### src/inc/alert_regs_pkg.sv
// Purpose: Constants for the alert mask and result low-bit registers
// Assumes: Byte registers reached over the management bus register port
// Notes:   Functional notes follow
package alert_regs_pkg;

  localparam int unsigned ADDR_W = 8;
  localparam int unsigned DATA_W = 8;
  localparam int unsigned RES_W  = 10;

  // Register offsets
  localparam logic [7:0] FAN_ONE_MIN_HIGH_ADDR     = 8'h55;
  localparam logic [7:0] CONFIG_TWO_ADDR           = 8'h73;
  localparam logic [7:0] ALERT_MASK_ONE_ADDR       = 8'h74;
  localparam logic [7:0] ALERT_MASK_TWO_ADDR       = 8'h75;
  localparam logic [7:0] VOLTAGE_RESULT_LOW_ADDR   = 8'h76;

  // Reset values
  localparam logic [7:0] FAN_ONE_MIN_HIGH_RESET    = 8'h00;
  localparam logic [7:0] CONFIG_TWO_RESET          = 8'h00;
  localparam logic [7:0] ALERT_MASK_ONE_RESET      = 8'h00;
  localparam logic [7:0] ALERT_MASK_TWO_RESET      = 8'h00;
  localparam logic [7:0] VOLTAGE_RESULT_LOW_RESET  = 8'h00;
  localparam logic [7:0] UNMAPPED_READ_VALUE       = 8'h00;

  // Field positions
  localparam int unsigned CHANNEL_SEL_LSB          = 5;
  localparam int unsigned SINGLE_CHANNEL_MODE_BIT  = 6;
  localparam int unsigned CONFIG_TWO_SPARE_BIT     = 7;
  localparam int unsigned SECOND_MASK_ENABLE_BIT   = 7;
  localparam int unsigned OVERTEMP_MASK_BIT        = 1;
  localparam logic [7:0]  MASK_TWO_WRITABLE        = 8'hFD;
  localparam logic        OVERTEMP_MASK_VALUE      = 1'b0;

  // Channel codes shared by selection and conversion results
  typedef enum logic [2:0] {
    CH_2V5         = 3'h0,
    CH_CORE_SUPPLY = 3'h1,
    CH_OWN_SUPPLY  = 3'h2,
    CH_5V          = 3'h3,
    CH_12V         = 3'h4,
    CH_REMOTE_ONE  = 3'h5,
    CH_LOCAL       = 3'h6,
    CH_REMOTE_TWO  = 3'h7
  } channel_t;

  localparam int unsigned HIGH_BYTE_COUNT = 4;
  localparam logic [3:0]  ALL_HIGH_PENDING = 4'hF;

endpackage : alert_regs_pkg

### src/rtl/alert_mask_and_result_lsb_regs.sv
// Purpose: Alert masks, single-channel select and result low-bit registers
// Assumes: Register port driven by the management bus slave, one cycle each
// Notes:   High-byte result registers live outside; they see o_results_frozen
`timescale 1ns/1ps
module alert_mask_and_result_lsb_regs (
  input  wire logic                               i_sys_clk,
  input  wire logic                               i_rst_b,
  input  wire logic [alert_regs_pkg::ADDR_W-1:0]  i_addr,
  input  wire logic                               i_wr_en,
  input  wire logic [alert_regs_pkg::DATA_W-1:0]  i_wr_data,
  input  wire logic                               i_rd_en,
  output logic      [alert_regs_pkg::DATA_W-1:0]  o_rd_data,
  output logic                                    o_rd_valid,
  input  wire logic                               i_config_lock,
  output logic      [alert_regs_pkg::DATA_W-1:0]  o_config_two,
  output logic                                    o_single_channel_mode,
  output logic      [2:0]                         o_channel_select,
  input  wire logic                               i_single_channel_mode_valid,
  input  wire logic [2:0]                         i_single_channel_mode_channel,
  input  wire logic [alert_regs_pkg::RES_W-1:0]   i_single_channel_mode_value,
  input  wire logic [3:0]                         i_high_byte_read,
  output logic                                    o_results_frozen,
  input  wire logic [4:0]                         i_volt_out_of_limit,
  input  wire logic [2:0]                         i_temp_out_of_limit,
  input  wire logic                               i_thermal_limit_signal,
  input  wire logic [3:0]                         i_fan_fault,
  input  wire logic [1:0]                         i_diode_fault,
  output logic                                    o_alert
);
  import alert_regs_pkg::*;

  typedef enum logic [1:0] {
    RES_LIVE   = 2'b01,
    RES_FROZEN = 2'b10
  } freeze_state_t;

  function automatic logic [7:0] effective_mask_two(
    input logic [7:0] mask_one,
    input logic [7:0] mask_two
  );
    // Second mask is inert until the enable bit of the first is set
    effective_mask_two = mask_one[SECOND_MASK_ENABLE_BIT] ? mask_two : 8'h00;
  endfunction : effective_mask_two

  ////////////////////////////////////////////////////////////////////////////
  // Storage
  logic [7:0]    fan_one_min_high;
  logic [7:0]    config_two;
  logic [7:0]    alert_mask_one;
  logic [7:0]    alert_mask_two;
  logic [7:0]    voltage_result_low_bits;
  logic [3:0]    high_pending;
  freeze_state_t freeze_state;
  freeze_state_t next_freeze_state;
  logic [3:0]    next_high_pending;

  ////////////////////////////////////////////////////////////////////////////
  // Decode
  wire wr_fan_one  = i_wr_en && (i_addr == FAN_ONE_MIN_HIGH_ADDR);
  wire wr_config   = i_wr_en && (i_addr == CONFIG_TWO_ADDR)
                     && !i_config_lock;
  wire wr_mask_one = i_wr_en && (i_addr == ALERT_MASK_ONE_ADDR);
  wire wr_mask_two = i_wr_en && (i_addr == ALERT_MASK_TWO_ADDR);
  wire rd_low_bits = i_rd_en && (i_addr == VOLTAGE_RESULT_LOW_ADDR);

  logic [7:0] read_mux;
  always_comb begin
    case (i_addr)
      FAN_ONE_MIN_HIGH_ADDR:   read_mux = fan_one_min_high;
      CONFIG_TWO_ADDR:         read_mux = config_two;
      ALERT_MASK_ONE_ADDR:     read_mux = alert_mask_one;
      ALERT_MASK_TWO_ADDR:     read_mux = alert_mask_two;
      VOLTAGE_RESULT_LOW_ADDR: read_mux = voltage_result_low_bits;
      default:                 read_mux = UNMAPPED_READ_VALUE;
    endcase
  end

  // Read-only overtemp bit keeps its fixed value
  wire [7:0] next_mask_two = (i_wr_data & MASK_TWO_WRITABLE)
      | ({7'h00, OVERTEMP_MASK_VALUE} << OVERTEMP_MASK_BIT);

  ////////////////////////////////////////////////////////////////////////////
  // Alert gating; masks act only here, never on results
  wire [7:0] mask_two_eff = effective_mask_two(alert_mask_one,
                                               alert_mask_two);
  wire [6:0] group_one_raw = {i_temp_out_of_limit,
                              i_volt_out_of_limit[3:0]};
  wire [7:0] group_two_raw = {i_diode_fault, i_fan_fault,
                              i_thermal_limit_signal,
                              i_volt_out_of_limit[4]};
  wire [6:0] group_one_live = group_one_raw & ~alert_mask_one[6:0];
  wire [7:0] group_two_live = group_two_raw & ~mask_two_eff;
  wire       next_alert     = (|group_one_live) || (|group_two_live);

  ////////////////////////////////////////////////////////////////////////////
  // Freeze control; a new low-bits read re-arms and wins over high reads
  always_comb begin
    next_freeze_state = freeze_state;
    next_high_pending = high_pending & ~i_high_byte_read;
    case (freeze_state)
      RES_LIVE: begin
        if (rd_low_bits) begin
          next_freeze_state = RES_FROZEN;
          next_high_pending = ALL_HIGH_PENDING;
        end
      end
      RES_FROZEN: begin
        if (rd_low_bits) begin
          next_high_pending = ALL_HIGH_PENDING;
        end else if (next_high_pending == 4'h0) begin
          next_freeze_state = RES_LIVE;
        end
      end
      default: begin
        next_freeze_state = RES_LIVE;
        next_high_pending = 4'h0;
      end
    endcase
  end

  // Result capture; channels above 5 V belong to the second register
  wire       frozen      = (freeze_state == RES_FROZEN);
  wire       take_result = i_single_channel_mode_valid && !frozen &&
                           (i_single_channel_mode_channel <= CH_5V);
  wire [2:0] pair_index  = i_single_channel_mode_channel;
  logic [7:0] next_low_bits;
  always_comb begin
    next_low_bits = voltage_result_low_bits;
    if (take_result) begin
      next_low_bits[{pair_index[1:0], 1'b0} +: 2] = i_single_channel_mode_value[1:0];
    end
  end

  ////////////////////////////////////////////////////////////////////////////
  // Registers
  always_ff @(posedge i_sys_clk) begin
    if (!i_rst_b) begin
      fan_one_min_high <= FAN_ONE_MIN_HIGH_RESET;
      config_two       <= CONFIG_TWO_RESET;
      alert_mask_one   <= ALERT_MASK_ONE_RESET;
      alert_mask_two   <= ALERT_MASK_TWO_RESET;
    end else begin
      if (wr_fan_one)  fan_one_min_high <= i_wr_data;
      if (wr_config)   config_two       <= i_wr_data;
      if (wr_mask_one) alert_mask_one   <= i_wr_data;
      if (wr_mask_two) alert_mask_two   <= next_mask_two;
    end
  end

  always_ff @(posedge i_sys_clk) begin
    if (!i_rst_b) begin
      voltage_result_low_bits <= VOLTAGE_RESULT_LOW_RESET;
      freeze_state            <= RES_LIVE;
      high_pending            <= 4'h0;
    end else begin
      voltage_result_low_bits <= next_low_bits;
      freeze_state            <= next_freeze_state;
      high_pending            <= next_high_pending;
    end
  end

  always_ff @(posedge i_sys_clk) begin
    if (!i_rst_b) begin
      o_rd_data        <= UNMAPPED_READ_VALUE;
      o_rd_valid       <= 1'b0;
      o_alert          <= 1'b0;
      o_results_frozen <= 1'b0;
    end else begin
      o_rd_data        <= i_rd_en ? read_mux : UNMAPPED_READ_VALUE;
      o_rd_valid       <= i_rd_en;
      o_alert          <= next_alert;
      o_results_frozen <= (next_freeze_state == RES_FROZEN);
    end
  end

  // Mode and channel come straight from stored bits
  assign o_config_two          = config_two;
  assign o_single_channel_mode = config_two[SINGLE_CHANNEL_MODE_BIT];
  assign o_channel_select      = fan_one_min_high[CHANNEL_SEL_LSB +: 3];

  ////////////////////////////////////////////////////////////////////////////
  // Checks
  property p_lock_blocks_config;
    @(posedge i_sys_clk) disable iff (!i_rst_b)
      (i_wr_en && i_addr == CONFIG_TWO_ADDR && i_config_lock)
      |=> $stable(config_two);
  endproperty
  a_lock_blocks_config: assert property (p_lock_blocks_config)
    else $error("Locked config register changed");

  property p_spare_bit_stored;
    @(posedge i_sys_clk) disable iff (!i_rst_b)
      (i_wr_en && i_addr == CONFIG_TWO_ADDR && !i_config_lock)
      |=> o_config_two[7] == $past(i_wr_data[7]);
  endproperty
  a_spare_bit_stored: assert property (p_spare_bit_stored)
    else $error("Spare config bit not stored");

  property p_channel_select;
    @(posedge i_sys_clk) disable iff (!i_rst_b)
      (i_wr_en && i_addr == FAN_ONE_MIN_HIGH_ADDR)
      |=> o_channel_select == $past(i_wr_data[7:5]);
  endproperty
  a_channel_select: assert property (p_channel_select)
    else $error("Channel select not from written bits");

  // Built from the pins, not from the gating nets it is meant to check
  property p_mask_one_blocks;
    @(posedge i_sys_clk) disable iff (!i_rst_b)
      ((i_volt_out_of_limit[3:0] & ~alert_mask_one[3:0]) == 4'h0 &&
       !i_volt_out_of_limit[4] && i_temp_out_of_limit == 3'h0 &&
       !i_thermal_limit_signal && i_fan_fault == 4'h0 &&
       i_diode_fault == 2'h0) |=> !o_alert;
  endproperty
  a_mask_one_blocks: assert property (p_mask_one_blocks)
    else $error("Alert raised with all faults masked");

  property p_volt_unmasked;
    @(posedge i_sys_clk) disable iff (!i_rst_b)
      (|(i_volt_out_of_limit[3:0] & ~alert_mask_one[3:0])) |=> o_alert;
  endproperty
  a_volt_unmasked: assert property (p_volt_unmasked)
    else $error("Unmasked voltage fault missed alert");

  // Overtemp mask is fixed clear, so this condition always alerts
  property p_thermal_always;
    @(posedge i_sys_clk) disable iff (!i_rst_b)
      i_thermal_limit_signal |=> o_alert;
  endproperty
  a_thermal_always: assert property (p_thermal_always)
    else $error("Thermal limit missed alert");

  property p_temp_unmasked;
    @(posedge i_sys_clk) disable iff (!i_rst_b)
      (|(i_temp_out_of_limit & ~alert_mask_one[6:4])) |=> o_alert;
  endproperty
  a_temp_unmasked: assert property (p_temp_unmasked)
    else $error("Unmasked temperature fault missed alert");

  property p_mask_two_inert;
    @(posedge i_sys_clk) disable iff (!i_rst_b)
      (!alert_mask_one[7] && (i_fan_fault != 4'h0)) |=> o_alert;
  endproperty
  a_mask_two_inert: assert property (p_mask_two_inert)
    else $error("Second mask acted while disabled");

  property p_twelve_masked;
    @(posedge i_sys_clk) disable iff (!i_rst_b)
      (i_volt_out_of_limit[4] && !alert_mask_two[0]) |=> o_alert;
  endproperty
  a_twelve_masked: assert property (p_twelve_masked)
    else $error("Unmasked 12 V fault missed alert");

  property p_overtemp_read_only;
    @(posedge i_sys_clk) disable iff (!i_rst_b)
      wr_mask_two |=> alert_mask_two[1] == OVERTEMP_MASK_VALUE;
  endproperty
  a_overtemp_read_only: assert property (p_overtemp_read_only)
    else $error("Overtemp mask bit was written");

  property p_fan_masked;
    @(posedge i_sys_clk) disable iff (!i_rst_b)
      (|(i_fan_fault & ~mask_two_eff[5:2])) |=> o_alert;
  endproperty
  a_fan_masked: assert property (p_fan_masked)
    else $error("Unmasked fan fault missed alert");

  property p_diode_masked;
    @(posedge i_sys_clk) disable iff (!i_rst_b)
      (|(i_diode_fault & ~mask_two_eff[7:6])) |=> o_alert;
  endproperty
  a_diode_masked: assert property (p_diode_masked)
    else $error("Unmasked diode fault missed alert");

  property p_low_bits_capture;
    @(posedge i_sys_clk) disable iff (!i_rst_b)
      (i_single_channel_mode_valid && !frozen && i_single_channel_mode_channel == CH_5V)
      |=> voltage_result_low_bits[7:6] == $past(i_single_channel_mode_value[1:0]);
  endproperty
  a_low_bits_capture: assert property (p_low_bits_capture)
    else $error("5 V low bits not captured");

  property p_low_bits_read_only;
    @(posedge i_sys_clk) disable iff (!i_rst_b)
      (i_wr_en && i_addr == VOLTAGE_RESULT_LOW_ADDR && !i_single_channel_mode_valid)
      |=> $stable(voltage_result_low_bits);
  endproperty
  a_low_bits_read_only: assert property (p_low_bits_read_only)
    else $error("Low-bits register accepted a write");

  property p_freeze_holds;
    @(posedge i_sys_clk) disable iff (!i_rst_b)
      rd_low_bits |=> o_results_frozen;
  endproperty
  a_freeze_holds: assert property (p_freeze_holds)
    else $error("Low-bits read did not freeze results");

  // High reads may all land at once, so only the frozen cycles are held
  property p_frozen_stable;
    @(posedge i_sys_clk) disable iff (!i_rst_b)
      o_results_frozen |=> $stable(voltage_result_low_bits);
  endproperty
  a_frozen_stable: assert property (p_frozen_stable)
    else $error("Frozen low bits changed");

endmodule : alert_mask_and_result_lsb_regs

### config.mk
export PLATFORM = sky130hd
export DESIGN_NAME = alert_mask_and_result_lsb_regs
export DESIGN_NICKNAME = d
export VERILOG_FILES = /design/src/inc/alert_regs_pkg.sv /design/src/rtl/alert_mask_and_result_lsb_regs.sv
export SDC_FILE = /design/constraint.sdc
export NUM_CORES = 1
export LEC_CHECK = 0
export ABC_AREA = 0
export BUFFER_PORTS_ARGS = -buffer_cell sky130_fd_sc_hd__buf_4
export CAP_MARGIN = 10
export CORE_ASPECT_RATIO = 1.4
export CORE_MARGIN = 1.5
export CORE_UTILIZATION = 25
export CTS_CLUSTER_DIAMETER = 80
export CTS_CLUSTER_SIZE = 40
export DETAILED_ROUTE_END_ITERATION = 8
export PLACE_DENSITY = 0.43
export RECOVER_POWER = 25
export SYNTH_ARGS = -nofsm -noshare
export SYNTH_HDL_FRONTEND = slang
export SYNTH_SLANG_ARGS = --single-unit
### constraint.sdc
create_clock -name i_sys_clk -period 2.2 [get_ports i_sys_clk]
set_clock_uncertainty 0.15 [all_clocks]
set_input_delay 0.22 -clock i_sys_clk [delete_from_list [all_inputs] [get_ports i_sys_clk]]
set_output_delay 0.22 -clock i_sys_clk [all_outputs]
set_load 0.01 [all_outputs]
* Word level (Yosys, flattened, before mapping)
Cells that the tools add are included.
** Word-level totals
- Flip-flop bits (word level) :: 56
- Bits in latches :: 0
- Bits in writable memories :: 0
- ROM bits :: 0
- Input bits :: 54
- Output and inout bits :: 23
- Word-level logic and storage cells :: 54
- Memories :: 0
** Operators by class
- $add $sub $neg :: 1
- Multiply operators :: 0
- Divide/modulo/power cells :: 0
- Order comparisons :: 1
- Equality and inequality tests :: 8
- Shifts and indexed selects :: 2
- Mux-type cells :: 8
- Bitwise operators :: 6
- Reductions and logical operators :: 17
** Operator list (count)
- $eq 8x7->1 const B :: 5
- $pmux 8 s5 :: 1
- $and 8x8->8 :: 1
- $bwmux 8 :: 1
- $logic_and 1x1->1 :: 8
- $mux 8 :: 1
- $not 8->8 :: 1
- $reduce_or 8->1 :: 1
- $shift 2x5->8 const A :: 1
- $shiftx 2x5->8 :: 1
- $and 7x7->7 :: 1
- $not 7->7 :: 1
- $reduce_or 7->1 :: 1
- $mux 2 :: 3
- $neg 3->5 :: 1
- $and 4x4->4 :: 1
- $eq 2x2->1 const B :: 2
- $logic_not 4->1 :: 1
- $mux 4 :: 1
- $not 4->4 :: 1
- $pmux 2 s2 :: 1
- $reduce_and 2->1 :: 2
- $le 3x2->1 const B :: 1
- $eq 2x1->1 const B :: 1
- other kinds (3) :: 4

* Longest topological paths before layout
Gate-level depths: netlist (run 1).
- Depth in word-level cells :: 7
- Gate-level depth with buffers :: 6
- Mapped depth without buffers :: 6

* Worst setup path before layout (run 1)
Ideal clock, no wire load.
- Path kind :: register to register
- Start :: register freeze_state[0]
- End :: register voltage_result_low_bits[0]
- Setup time :: 0.076 ns
- Arrival :: 1.549 ns
- Data required time :: 1.974 ns
- Setup slack :: 0.425 ns
- Stages on the path, launching flop included :: 7
- Buffers on the path :: 0
- Clock period less this slack :: 1.775 ns
- Cell sequence :: dfxtp_1 inv_1 ha_1 nor3b_1 nand3_1 or2_2 a21boi_0
** On the way
- Cells in the longest elaborated chain, start to end :: 4
** RTL lines
- start, declared :: line alert_mask_and_result_lsb_regs.sv:53 : freeze_state_t freeze_state;
- start signal, assigned :: line alert_mask_and_result_lsb_regs.sv:157 : freeze_state <= next_freeze_state;
- $eq 2x2->1 :: line alert_mask_and_result_lsb_regs.sv:122 : wire frozen = (freeze_state == RES_FROZEN);
- $logic_not 1->1 :: line alert_mask_and_result_lsb_regs.sv:123 : wire take_result = i_single_channel_mode_valid && !frozen &&
- $logic_and 1x1->1 (2 in series) :: line alert_mask_and_result_lsb_regs.sv:123
- end signal, assigned :: line alert_mask_and_result_lsb_regs.sv:156 : voltage_result_low_bits <= next_low_bits;
- end, declared :: line alert_mask_and_result_lsb_regs.sv:51 : logic [7:0] voltage_result_low_bits;
Every way passes these cells.
A chain may end at the register's enable or synchronous reset.

* Final worst setup path (run 1)
Same ends and word-level chain as after synthesis.

==> reports/summary.txt, run 1 <==
CP bufs+invs -> 2
Status -> finished clean
Initial drt markers -> 115
# diodes -> 0
CTS tree -> built
CTS Sinks -> 56
Routed Antenna Nets -> 0
Leading cell type in the layout, fill and taps excluded -> buf_4
Root buffer cell -> clkbuf_16
RD Place Congestion -> 0.744
Sequential Area -> 1120 um^2
PwrDens -> 617 nW/um^2
GRT Util Overall -> 13.3%
Final critical-path required period -> 1.92 ns
Slew Limit Fails -> 0
Critical Path Slowest Stage Cell -> dfxtp_1
Flop pwr share -> 46.7%
Seq cells post-synth -> 56
# hold bufs at CTS -> 0
CTS H-tree lvls -> 2
Fill count -> 1198
TritonRoute pass-1 iters -> 5
Core area -> 10800 um^2
Internal -> 1720 uW
Syn. warnings -> 0
Top_reg_cell synth -> dfxtp_1
Combinational share of power -> 8.8%
Switching Share -> 21.4%
Initial Util -> 25.6%
Async set-reset flop share out of synthesis -> 0%
Arr. time, crit path -> 1.99 ns
Die Area -> 11700 um^2
Vias per std cell -> 4.61
Post-CTS Setup Inserts -> 0
Worst-path maximum fanout -> 5
Crit path largest cell delay -> 0.39 ns
Gate Count Post-Synth -> 292
Total grt overflow -> 0
Final hold vios -> 0
Share of cells above drive strength 1 -> 23.7%
Vias in the first global route -> 2267
CP required -> 2.27 ns
DIE WIDTH -> 92.0 um
Clock share of power -> 44.5%
Area delta synth->final -> 27.8%
Via Count -> 2307
DIE HEIGHT -> 128 um
Largest net degree at the start of global routing -> 34
# nets final -> 419
Cell area after synthesis -> 2770 um^2
Most frequent cells in the layout -> 58 x buf_4, 56 x dfxtp_1, 31 x nor2b_1
Fmax -> 520 MHz
P_leak -> 0.00146 uW
Footprint of the multi-input gates -> 1500 um^2
Hold slack final -> 0.0492 ns
Peak VDD IR -> 0.355 mV
Sw Pwr -> 469 uW
Post-DP HPWL -> 5670 um
Syn_nets -> 353
Post-cts gate resize count -> 0
Worst-Margin Slew -> 0.833 ns
Initial antenna violation count -> 0
Fin crit share -> 87.4%
Worst hold path class -> primary input to flip-flop
CP cell instances -> inv_1, ha_1, nor3b_1, buf_4, nand3_1, or2_2, a21boi_0
I/O pin count -> 77
Critical path type -> flip-flop to flip-flop
Max-cap viol count -> 0
Seq/Total Area, Yosys -> 40.4%
Rel. slew slack -> 44.5%
Synth Area per Inst -> 9.50 um^2
Clk_lat worst skew -> 0.29 ns
CP delay by family, top -> simple AND/OR/NAND/NOR gates
Number of setup violations in the final report -> 0
First-pass GRT wire length -> 12200 um
Buffers on Ports -> 68
Row count -> 45
Clock transition at path regs -> 0.07 ns
CP Capture Type -> flip-flop
DRC -> 0
Post-DR wirelength/cell -> 15.0 um
Count of unique library cells instantiated by Yosys -> 47
RSZ-0062 raised after global routing -> no
Detailed Route WL -> 7500 um
EDFF count, synth -> 0
Fin Setup TNS -> 0 ns
Clk buf depth -> 2
Nature of the critical path startpoint -> flip-flop
Total CTS buffers -> 5
[metrics by stage]
step / utilization [%] / setup WS [ns] / total power (uW) / cell area (um^2) / instances
finish: 32.8 / 0.277 / 2190 / 3540 / 500
global route: 32.8 / 0.0391 / 2280 / 3540 / 500
CTS: 33.4 / 0.237 / 2230 / 3610 / 500
detailed placement: 31.7 / 0.278 / 1240 / 3430 / 492
global placement: 31.7 / 0.317 / 1240 / 3430 / 492
floorplan: - / 0.425 / 1130 / 2770 / 292
[cell usage after synthesis, drive strengths merged (3+ instances only)]
| cell type | count | area (um^2) |
|---|---|---|
| nor2b | 31 | 194 |
| clkbuf | 9 | 35.0 |
| nand2b | 6 | 37.5 |
| inv | 15 | 56.3 |
| mux2 | 7 | 78.8 |
| dfxtp | 56 | 1120 |
| and4bb | 3 | 41.3 |
| a22o | 7 | 61.3 |
| buf | 8 | 58.8 |
| mux2i | 20 | 200 |
| nand2 | 16 | 60.1 |
| a21boi | 4 | 30.0 |
| nand3b | 4 | 30.0 |
| ha | 7 | 87.6 |
| nand3 | 26 | 155 |
| nor2 | 3 | 11.3 |
| o21ai | 16 | 80.1 |
| or2 | 5 | 31.3 |
| and2 | 4 | 25.0 |
| and3b | 4 | 35.0 |
| a222oi | 8 | 80.1 |
| a21oi | 11 | 55.1 |
[cell type report]
cell class	instances	area share (%)
clock buffers	7	4.31
clock inverters	1	0.848
inverters	15	1.59
multi-input cells	204	42.4
flip-flops and latches	56	31.6
well taps	141	4.98
repair buffers	76	14.2
[power by group through the flow]
stage                     clock [uW]  combinational (uW)  sequential [uW]
after floorplan                    0                87.8             1050
after global placement             0                 197             1050
after detailed placement           0                 198             1050
after CTS                       1010                 198             1020
after global routing            1040                 214             1020
final                            972                 193             1020
[logic make-up (layout without fill, tap and decap cells)]
kind of cell | after synthesis | after routing | synth area share (%)
simple gates | 116 | 116 | 27.2
mux | 27 | 27 | 10.1
compound gates | 54 | 54 | 13.8
fa+ha+maj | 7 | 7 | 3.16
buf+inv | 32 | 99 | 5.42
flops | 56 | 56 | 40.4
[sequential cells by signal (all words and copies together), names as in the netlist, 2 cells and up]
register,cells
alert_mask_one,8
freeze_state,2
voltage_result_low_bits,8
alert_mask_two,7
high_pending,4
fan_one_min_high,8
o_rd_data,8
o_config_two,8
[routing by layer]
layer,vias up,wire length (um),global-route usage (%)
met4,0,103,4.34
met2,46,3740,23.4
li1,1177,-,-
met3,6,254,2.32
met1,1078,3400,16.3
met5,-,0,0
[worst register-to-register path: stages, from the launching register on]
cell and delay, ns:
dfxtp_1 0.39, inv_1 0.06, ha_1 0.26, nor3b_1 0.23
buf_4 0.16, nand3_1 0.13, or2_2 0.32, a21boi_0 0.16
[worst paths after layout]
| kind | from | end | slack, ns | cells past startpoint |
|---|---|---|---|---|
| hold reg to reg | fan_one_min_high[4] | fan_one_min_high[4] | 0.32 | 2 |
| setup / recovery | freeze_state[0] | voltage_result_low_bits[0] | 0.28 | 7 |
| setup reg to reg | freeze_state[0] | voltage_result_low_bits[0] | 0.28 | 7 |
| hold / removal | i_wr_data[1] | fan_one_min_high[1] | 0.05 | 3 |
Note: power is estimated with default switching activity, not from simulation.
==> run 2, diff against run 1 <==
ABC_AREA = 1   (was 0)
==> run 2 against run 1 <==
Area after synthesis is 4.4% higher; synthesized cell count is 37% higher; die area is 4.3% higher; core utilization is 1.1 points lower; final cell count is 21% higher; sequential power hardly changed; clock power is 16% lower; clock-buffer cell count stayed put.
==> reports/summary.txt, run 2 <==
Status -> finished clean (unchanged)
Post-synth top area share -> 38.7% (was 40.4%)
Largest net degree at the start of global routing -> 39 (was 34)
Slack of the worst reg-to-reg path -> 0.48 ns (was 0.28 ns)
Clk buf depth -> 2 (unchanged)
Die Area -> 12200 um^2 (was 11700 um^2)
Max-cap viol count -> 0 (unchanged)
Synth area leaders -> dfxtp_1 39%, nand2_1 9.1%, nand3_1 8.1% (was dfxtp_1 40%, mux2i_1 7.2%, nor2b_1 7.0%)
Routed Antenna Nets -> 0 (unchanged)
DRC -> 0 (unchanged)
Rel. slew slack -> 69.0% (was 44.5%)
# diodes -> 0 (unchanged)
I/O pin count -> 77 (unchanged)
Area delta synth->final -> 23.2% (was 27.8%)
Synth Area in Compound Gates -> 13.1% (was 13.8%)
Core area -> 11300 um^2 (was 10800 um^2)
Peak VDD IR -> 0.336 mV (was 0.355 mV)
Vias in the first global route -> 2600 (was 2267)
Final critical-path required period -> 1.72 ns (was 1.92 ns)
Detailed Route WL -> 8330 um (was 7500 um)
Final non-filler cell total -> 607 (was 500)
Hold_sp -> i_high_byte_read[3] (was i_wr_data[1])
Fin Setup TNS -> 0 ns (unchanged)
Leading cell type in the layout, fill and taps excluded -> nand2_1 (was buf_4)
Post-CTS Setup Inserts -> 0 (unchanged)
Share of cells above drive strength 1 -> 17.5% (was 23.7%)
Slew Limit Fails -> 0 (unchanged)
Syn_nets -> 460 (was 353)
Crit path largest cell delay -> 0.36 ns (was 0.39 ns)
DIE WIDTH -> 94.0 um (was 92.0 um)
Cell area after synthesis -> 2900 um^2 (was 2770 um^2)
Critical path type -> flip-flop to flip-flop (unchanged)
Hold path depth -> 4 (was 3)
Clk_lat worst skew -> 0.29 ns (about the same)
Reg2Reg Depth -> 9 (was 7)
Synth Area per Inst -> 7.26 um^2 (was 9.50 um^2)
Post-synthesis adder-cell area fraction -> 3.03% (was 3.16%)
Hold EP -> high_pending[3] (was fan_one_min_high[1])
Arr. time, crit path -> 1.80 ns (was 1.99 ns)
Row count -> 46 (was 45)
Number of setup violations in the final report -> 0 (unchanged)
Worst-path maximum fanout -> 4 (was 5)
Buffers on Ports -> 68 (unchanged)
CP cell instances -> inv_1, ha_1, nor2_1, nand2_1, nor2_1, nand2_1, inv_1, o21ai_0, a21oi_1 (was inv_1, ha_1, nor3b_1, buf_4, nand3_1, or2_2, a21boi_0)
Post-DP HPWL -> 6470 um (was 5670 um)
DIE HEIGHT -> 130 um (was 128 um)
Hold slack final -> 0.0430 ns (was 0.0492 ns)
CP delay by family, top -> simple AND/OR/NAND/NOR gates (unchanged)
Post-DR wirelength/cell -> 13.7 um (was 15.0 um)
EDFF count, synth -> 0 (unchanged)
Worst hold path class -> primary input to flip-flop (unchanged)
PwrDens -> 576 nW/um^2 (was 617 nW/um^2)
Worst-Margin Slew -> 0.464 ns (was 0.833 ns)
Seq/Total Area, Yosys -> 38.7% (was 40.4%)
Critical Path Slowest Stage Cell -> dfxtp_1 (unchanged)
Post-Synth Simple-Gate Area -> 33.1% (was 27.2%)
Nature of the critical path startpoint -> flip-flop (unchanged)
CTS tree -> built (unchanged)
Post-cts gate resize count -> 0 (unchanged)
Initial antenna violation count -> 0 (unchanged)
CTS H-tree lvls -> 2 (unchanged)
# hold bufs at CTS -> 0 (unchanged)
Commonest cells in the netlist -> 70 x nand2_1, 56 x dfxtp_1, 56 x inv_1, 47 x nand3_1, 43 x nor2_1 (was 56 x dfxtp_1, 31 x nor2b_1, 24 x nand3_1, 20 x mux2i_1)
XOR/XNOR Fraction of Synth Area -> 0% (unchanged)
First-pass GRT wire length -> 13200 um (was 12200 um)
Top_reg_cell synth -> dfxtp_1 (unchanged)
Initial Util -> 25.7% (was 25.6%)
TritonRoute pass-1 iters -> 4 (was 5)
R2r startpoint -> freeze_state[0] (unchanged)
P_leak -> 0.00161 uW (was 0.00146 uW)
Fin crit share -> 78.2% (was 87.4%)
# nets final -> 523 (was 419)
RD Place Congestion -> 0.791 (was 0.744)
Yosys top cell by area -> dfxtp_1 (unchanged)
Async set-reset flop share out of synthesis -> 0% (unchanged)
CP Capture Type -> flip-flop (unchanged)
Syn. warnings -> 0 (unchanged)
Final hold vios -> 0 (unchanged)
CP required -> 2.27 ns (about the same)
Clock transition at path regs -> 0.07 ns (about the same)
Count of unique library cells instantiated by Yosys -> 27 (was 47)
GRT Util Overall -> 14.2% (was 13.3%)
Seq cells post-synth -> 56 (unchanged)
CP bufs+invs -> 2 (unchanged)
Gate Count Post-Synth -> 399 (was 292)
Proportion of synthesized area in mux cells -> 0% (was 10.1%)
CTS Sinks -> 56 (unchanged)
Vias per std cell -> 4.41 (was 4.61)
Final core occ -> 31.6% (was 32.8%)
Total CTS buffers -> 5 (unchanged)
Total grt overflow -> 0 (unchanged)
Most frequent cells in the layout -> 70 x nand2_1, 56 x inv_1, 56 x dfxtp_1 (was 58 x buf_4, 56 x dfxtp_1, 31 x nor2b_1)
Placed cells -> 599 (was 492)
Reg-to-Reg End -> voltage_result_low_bits[5] (was voltage_result_low_bits[0])
Count leader, synth -> nand2_1 (was dfxtp_1)
Overall power -> 2050 uW (was 2190 uW)
Largest family of logic cells by synthesized area -> simple AND/OR/NAND/NOR gates (unchanged)
RSZ-0062 raised after global routing -> no (unchanged)
Root buffer cell -> clkbuf_16 (unchanged)
Via Count -> 2677 (was 2307)
Fmax -> 581 MHz (was 520 MHz)
Initial drt markers -> 88 (was 115)
-- run 2: through the flow --
stage | cell area [um^2] | worst slack (ns)
after floorplan | 2900 | 0.668
after global placement | 3490 | 0.568
after detailed placement | 3490 | 0.498
after CTS | 3640 | 0.474
after global routing | 3570 | 0.256
final | 3570 | 0.479
-- run 2: logic make-up (layout without fill, tap and decap cells) --
| group | count (synthesis) | count (layout) |
|---|---|---|
| AND/OR/NAND/NOR | 189 | 189 |
| AO/OA/AOI/OAI | 74 | 74 |
| buffers and inverters | 73 | 137 |
| flip-flops | 56 | 56 |
| adder cells (fa/ha/maj) | 7 | 7 |
-- run 2: per-layer routing --
layer	global-route usage [%]	part of all wire [%]
met5	0	0
met4	5.36	2.4
met3	2.27	4.3
met2	24.9	51
met1	17.2	42
-- run 2: area by class of cell --
class | count | area (um^2)
clock buffer | 7 | 143
clock inverter | 1 | 7.51
fill | 1297 | 7710
inverter | 57 | 214
multi-input combinational | 270 | 1410
sequential | 56 | 1120
tap | 144 | 180
timing repair buffer | 72 | 489
-- run 2: power by group --
group | switching, uW | internal [uW]
clock network | 360 | 454
registers | 4.89 | 1020
logic | 123 | 90.3
-- run 2: how the worst max path moves through the flow --
| stage | from | slack, ns | to | cells after the start |
|---|---|---|---|---|
| 2_1_floorplan | freeze_state[0] | 0.67 | o_results_frozen | 7 |
| 3_3_place_gp | freeze_state[0] | 0.57 | voltage_result_low_bits[4] | 9 |
| 3_5_place_dp | freeze_state[0] | 0.50 | voltage_result_low_bits[5] | 9 |
| 4_1_cts | freeze_state[0] | 0.47 | voltage_result_low_bits[5] | 9 |
| 5_1_grt | freeze_state[0] | 0.26 | voltage_result_low_bits[1] | 9 |
| 6_report | freeze_state[0] | 0.48 | voltage_result_low_bits[5] | 9 |
-- run 2: worst min-delay path, stage by stage --
cell and delay (ns):
buf_4 0.07, inv_1 0.03, nand2_1 0.06, a21oi_1 0.06
==> run 3, diff against run 2 <==
clock period = 1.7 ns   (was 2.2 ns; I/O delays follow)
==> run 3 against run 2 <==
Final cell count grew 1.2%; critical path depth down 3; die area stayed put; register-to-register slack got worse by 0.31 ns; hold slack got worse by 0.039 ns; non-clock buffer count is 7 higher; final area increased by 3.2%; clock-buffer cell count stayed put; critical endpoint is now o_results_frozen.
==> reports/summary.txt, run 3 (synthesized netlist as in run 2, its figures left out) <==
I/O pin count -> 77 (unchanged)
Root buffer cell -> clkbuf_16 (unchanged)
Nature of the critical path startpoint -> flip-flop (unchanged)
CTS H-tree lvls -> 2 (unchanged)
Via Count -> 2699 (was 2677)
Core area -> 11300 um^2 (unchanged)
Total CTS buffers -> 5 (unchanged)
CTS Sinks -> 56 (unchanged)
DIE WIDTH -> 94.0 um (unchanged)
Fill count -> 1260 (was 1297)
Post-DR wirelength/cell -> 13.4 um (was 13.7 um)
Post-DP HPWL -> 6460 um (was 6470 um)
Status -> finished clean (unchanged)
Worst-path maximum fanout -> 6 (was 4)
Slack of the worst reg-to-reg path -> 0.17 ns (was 0.48 ns)
Worst hold path class -> primary input to flip-flop (unchanged)
First-pass GRT wire length -> 13100 um (was 13200 um)
Max-cap viol count -> 0 (unchanged)
Final hold vios -> 0 (unchanged)
Clk_lat worst skew -> 0.30 ns (was 0.29 ns)
Fmax -> 655 MHz (was 581 MHz)
RSZ-0062 raised after global routing -> no (unchanged)
Detailed Route WL -> 8240 um (was 8330 um)
Fin crit share -> 89.8% (was 78.2%)
Initial drt markers -> 109 (was 88)
# diodes -> 0 (unchanged)
Hold EP -> high_pending[1] (was high_pending[3])
# nets final -> 530 (was 523)
Initial Util -> 25.7% (unchanged)
Post-CTS Setup Inserts -> 0 (unchanged)
Peak VDD IR -> 0.387 mV (was 0.336 mV)
Worst-Margin Slew -> 0.402 ns (was 0.464 ns)
Critical path type -> flip-flop to flip-flop (unchanged)
Leading cell type in the layout, fill and taps excluded -> nand2_1 (unchanged)
TritonRoute pass-1 iters -> 4 (unchanged)
Buffers on Ports -> 68 (unchanged)
Hold path depth -> 4 (unchanged)
RD Place Congestion -> 0.790 (was 0.791)
Total grt overflow -> 0 (unchanged)
P_leak -> 0.00165 uW (was 0.00161 uW)
Share of cells above drive strength 1 -> 18.5% (was 17.5%)
R2r startpoint -> freeze_state[0] (unchanged)
Number of setup violations in the final report -> 0 (unchanged)
Crit path largest cell delay -> 0.35 ns (was 0.36 ns)
Area delta synth->final -> 27.1% (was 23.2%)
Vias in the first global route -> 2604 (was 2600)
DIE HEIGHT -> 130 um (unchanged)
Die Area -> 12200 um^2 (unchanged)
Initial antenna violation count -> 0 (unchanged)
Routed Antenna Nets -> 0 (unchanged)
Fin Setup TNS -> 0 ns (unchanged)
Clk buf depth -> 2 (unchanged)
Arr. time, crit path -> 1.61 ns (was 1.80 ns)
Hold_sp -> i_high_byte_read[1] (was i_high_byte_read[3])
Slew Limit Fails -> 0 (unchanged)
Critical Path Slowest Stage Cell -> or2_2 (was dfxtp_1)
Reg-to-Reg End -> o_results_frozen (was voltage_result_low_bits[5])
Row count -> 46 (unchanged)
CP required -> 1.79 ns (was 2.27 ns)
Largest net degree at the start of global routing -> 39 (unchanged)
Most frequent cells in the layout -> 70 x nand2_1, 55 x inv_1, 55 x dfxtp_1 (was 70 x nand2_1, 56 x inv_1, 56 x dfxtp_1)
Clock transition at path regs -> 0.07 ns (about the same)
PwrDens -> 778 nW/um^2 (was 576 nW/um^2)
Vias per std cell -> 4.40 (was 4.41)
Rel. slew slack -> 73.1% (was 69.0%)
CP Capture Type -> flip-flop (unchanged)
CTS tree -> built (unchanged)
Worst setup path startpoint -> freeze_state[0] (unchanged)
Final critical-path required period -> 1.53 ns (was 1.72 ns)
DRC -> 0 (unchanged)
Overall power -> 2860 uW (was 2050 uW)
GRT Util Overall -> 14.1% (was 14.2%)
Reg2Reg Depth -> 6 (was 9)
CP cell instances -> inv_1, ha_2, or2_2, a21oi_1, nand2_1, nor2_2 (was inv_1, ha_1, nor2_1, nand2_1, nor2_1, nand2_1, inv_1, o21ai_0, a21oi_1)
==> run 3: routing by layer <==
| layer | vias up | track usage [%] | share of wire, % |
|---|---|---|---|
| li1 | 1432 | - | - |
| met1 | 1196 | 16.4 | 43 |
| met2 | 55 | 25.1 | 50 |
| met3 | 16 | 2.62 | 3.5 |
| met4 | 0 | 6.15 | 3.2 |
| met5 | - | 0 | 0 |
==> run 3: cell type report <==
cell class                 instances  area [um^2]  share of cell area [%]
timing repair buffer              79          547                    14.9
multi-input combinational        270         1440                    39.0
clock inverter                     1         30.0                   0.816
sequential                        56         1120                    30.5
inverter                          57          214                    5.81
clock buffer                       7          153                    4.15
tap                              144          180                    4.89
==> run 3: worst max-delay path, delay by kind of cell (launching register included) <==
family,cells,cell delay (ns)
AO/OA/AOI/OAI,1,0.13
adder cells (fa/ha/maj),1,0.26
AND/OR/NAND/NOR,3,0.53
flip-flops,1,0.33
buffers and inverters,1,0.07
==> run 3: repair_timing <==
action | CTS | global route
hold buffers | 5 | 0
resized for setup | 0 | 5
hold endpoints to repair | 5 | 0
setup endpoints to repair | 0 | 8
==> run 3: where the power goes <==
part	internal, uW	switching, uW
logic	126	163
clock network	776	469
registers	1320	6.48
==> run 3: metrics by stage <==
| stage | hold WS (ns) | utilization, % | setup WS, ns | cells | instance area [um^2] |
|---|---|---|---|---|---|
| floorplan | 0.148 | - | 0.168 | 399 | 2900 |
| global placement | 0.284 | 31.1 | 0.0460 | 601 | 3510 |
| detailed placement | 0.286 | 31.1 | 0.0265 | 601 | 3510 |
| CTS | 0.000891 | 33.2 | 0.00987 | 614 | 3740 |
| global route | 0.0134 | 32.6 | 0.0130 | 614 | 3680 |
| finish | 0.00397 | 32.6 | 0.174 | 614 | 3680 |
==> run 3: worst max-delay path by stage <==
stage	end	slack (ns)	cells after the start
6_report	o_results_frozen	0.17	6
5_1_grt	voltage_result_low_bits[1]	0.01	9
4_1_cts	voltage_result_low_bits[5]	0.01	9
3_5_place_dp	voltage_result_low_bits[5]	0.03	9
3_3_place_gp	voltage_result_low_bits[3]	0.05	9
2_1_floorplan	o_results_frozen	0.17	7
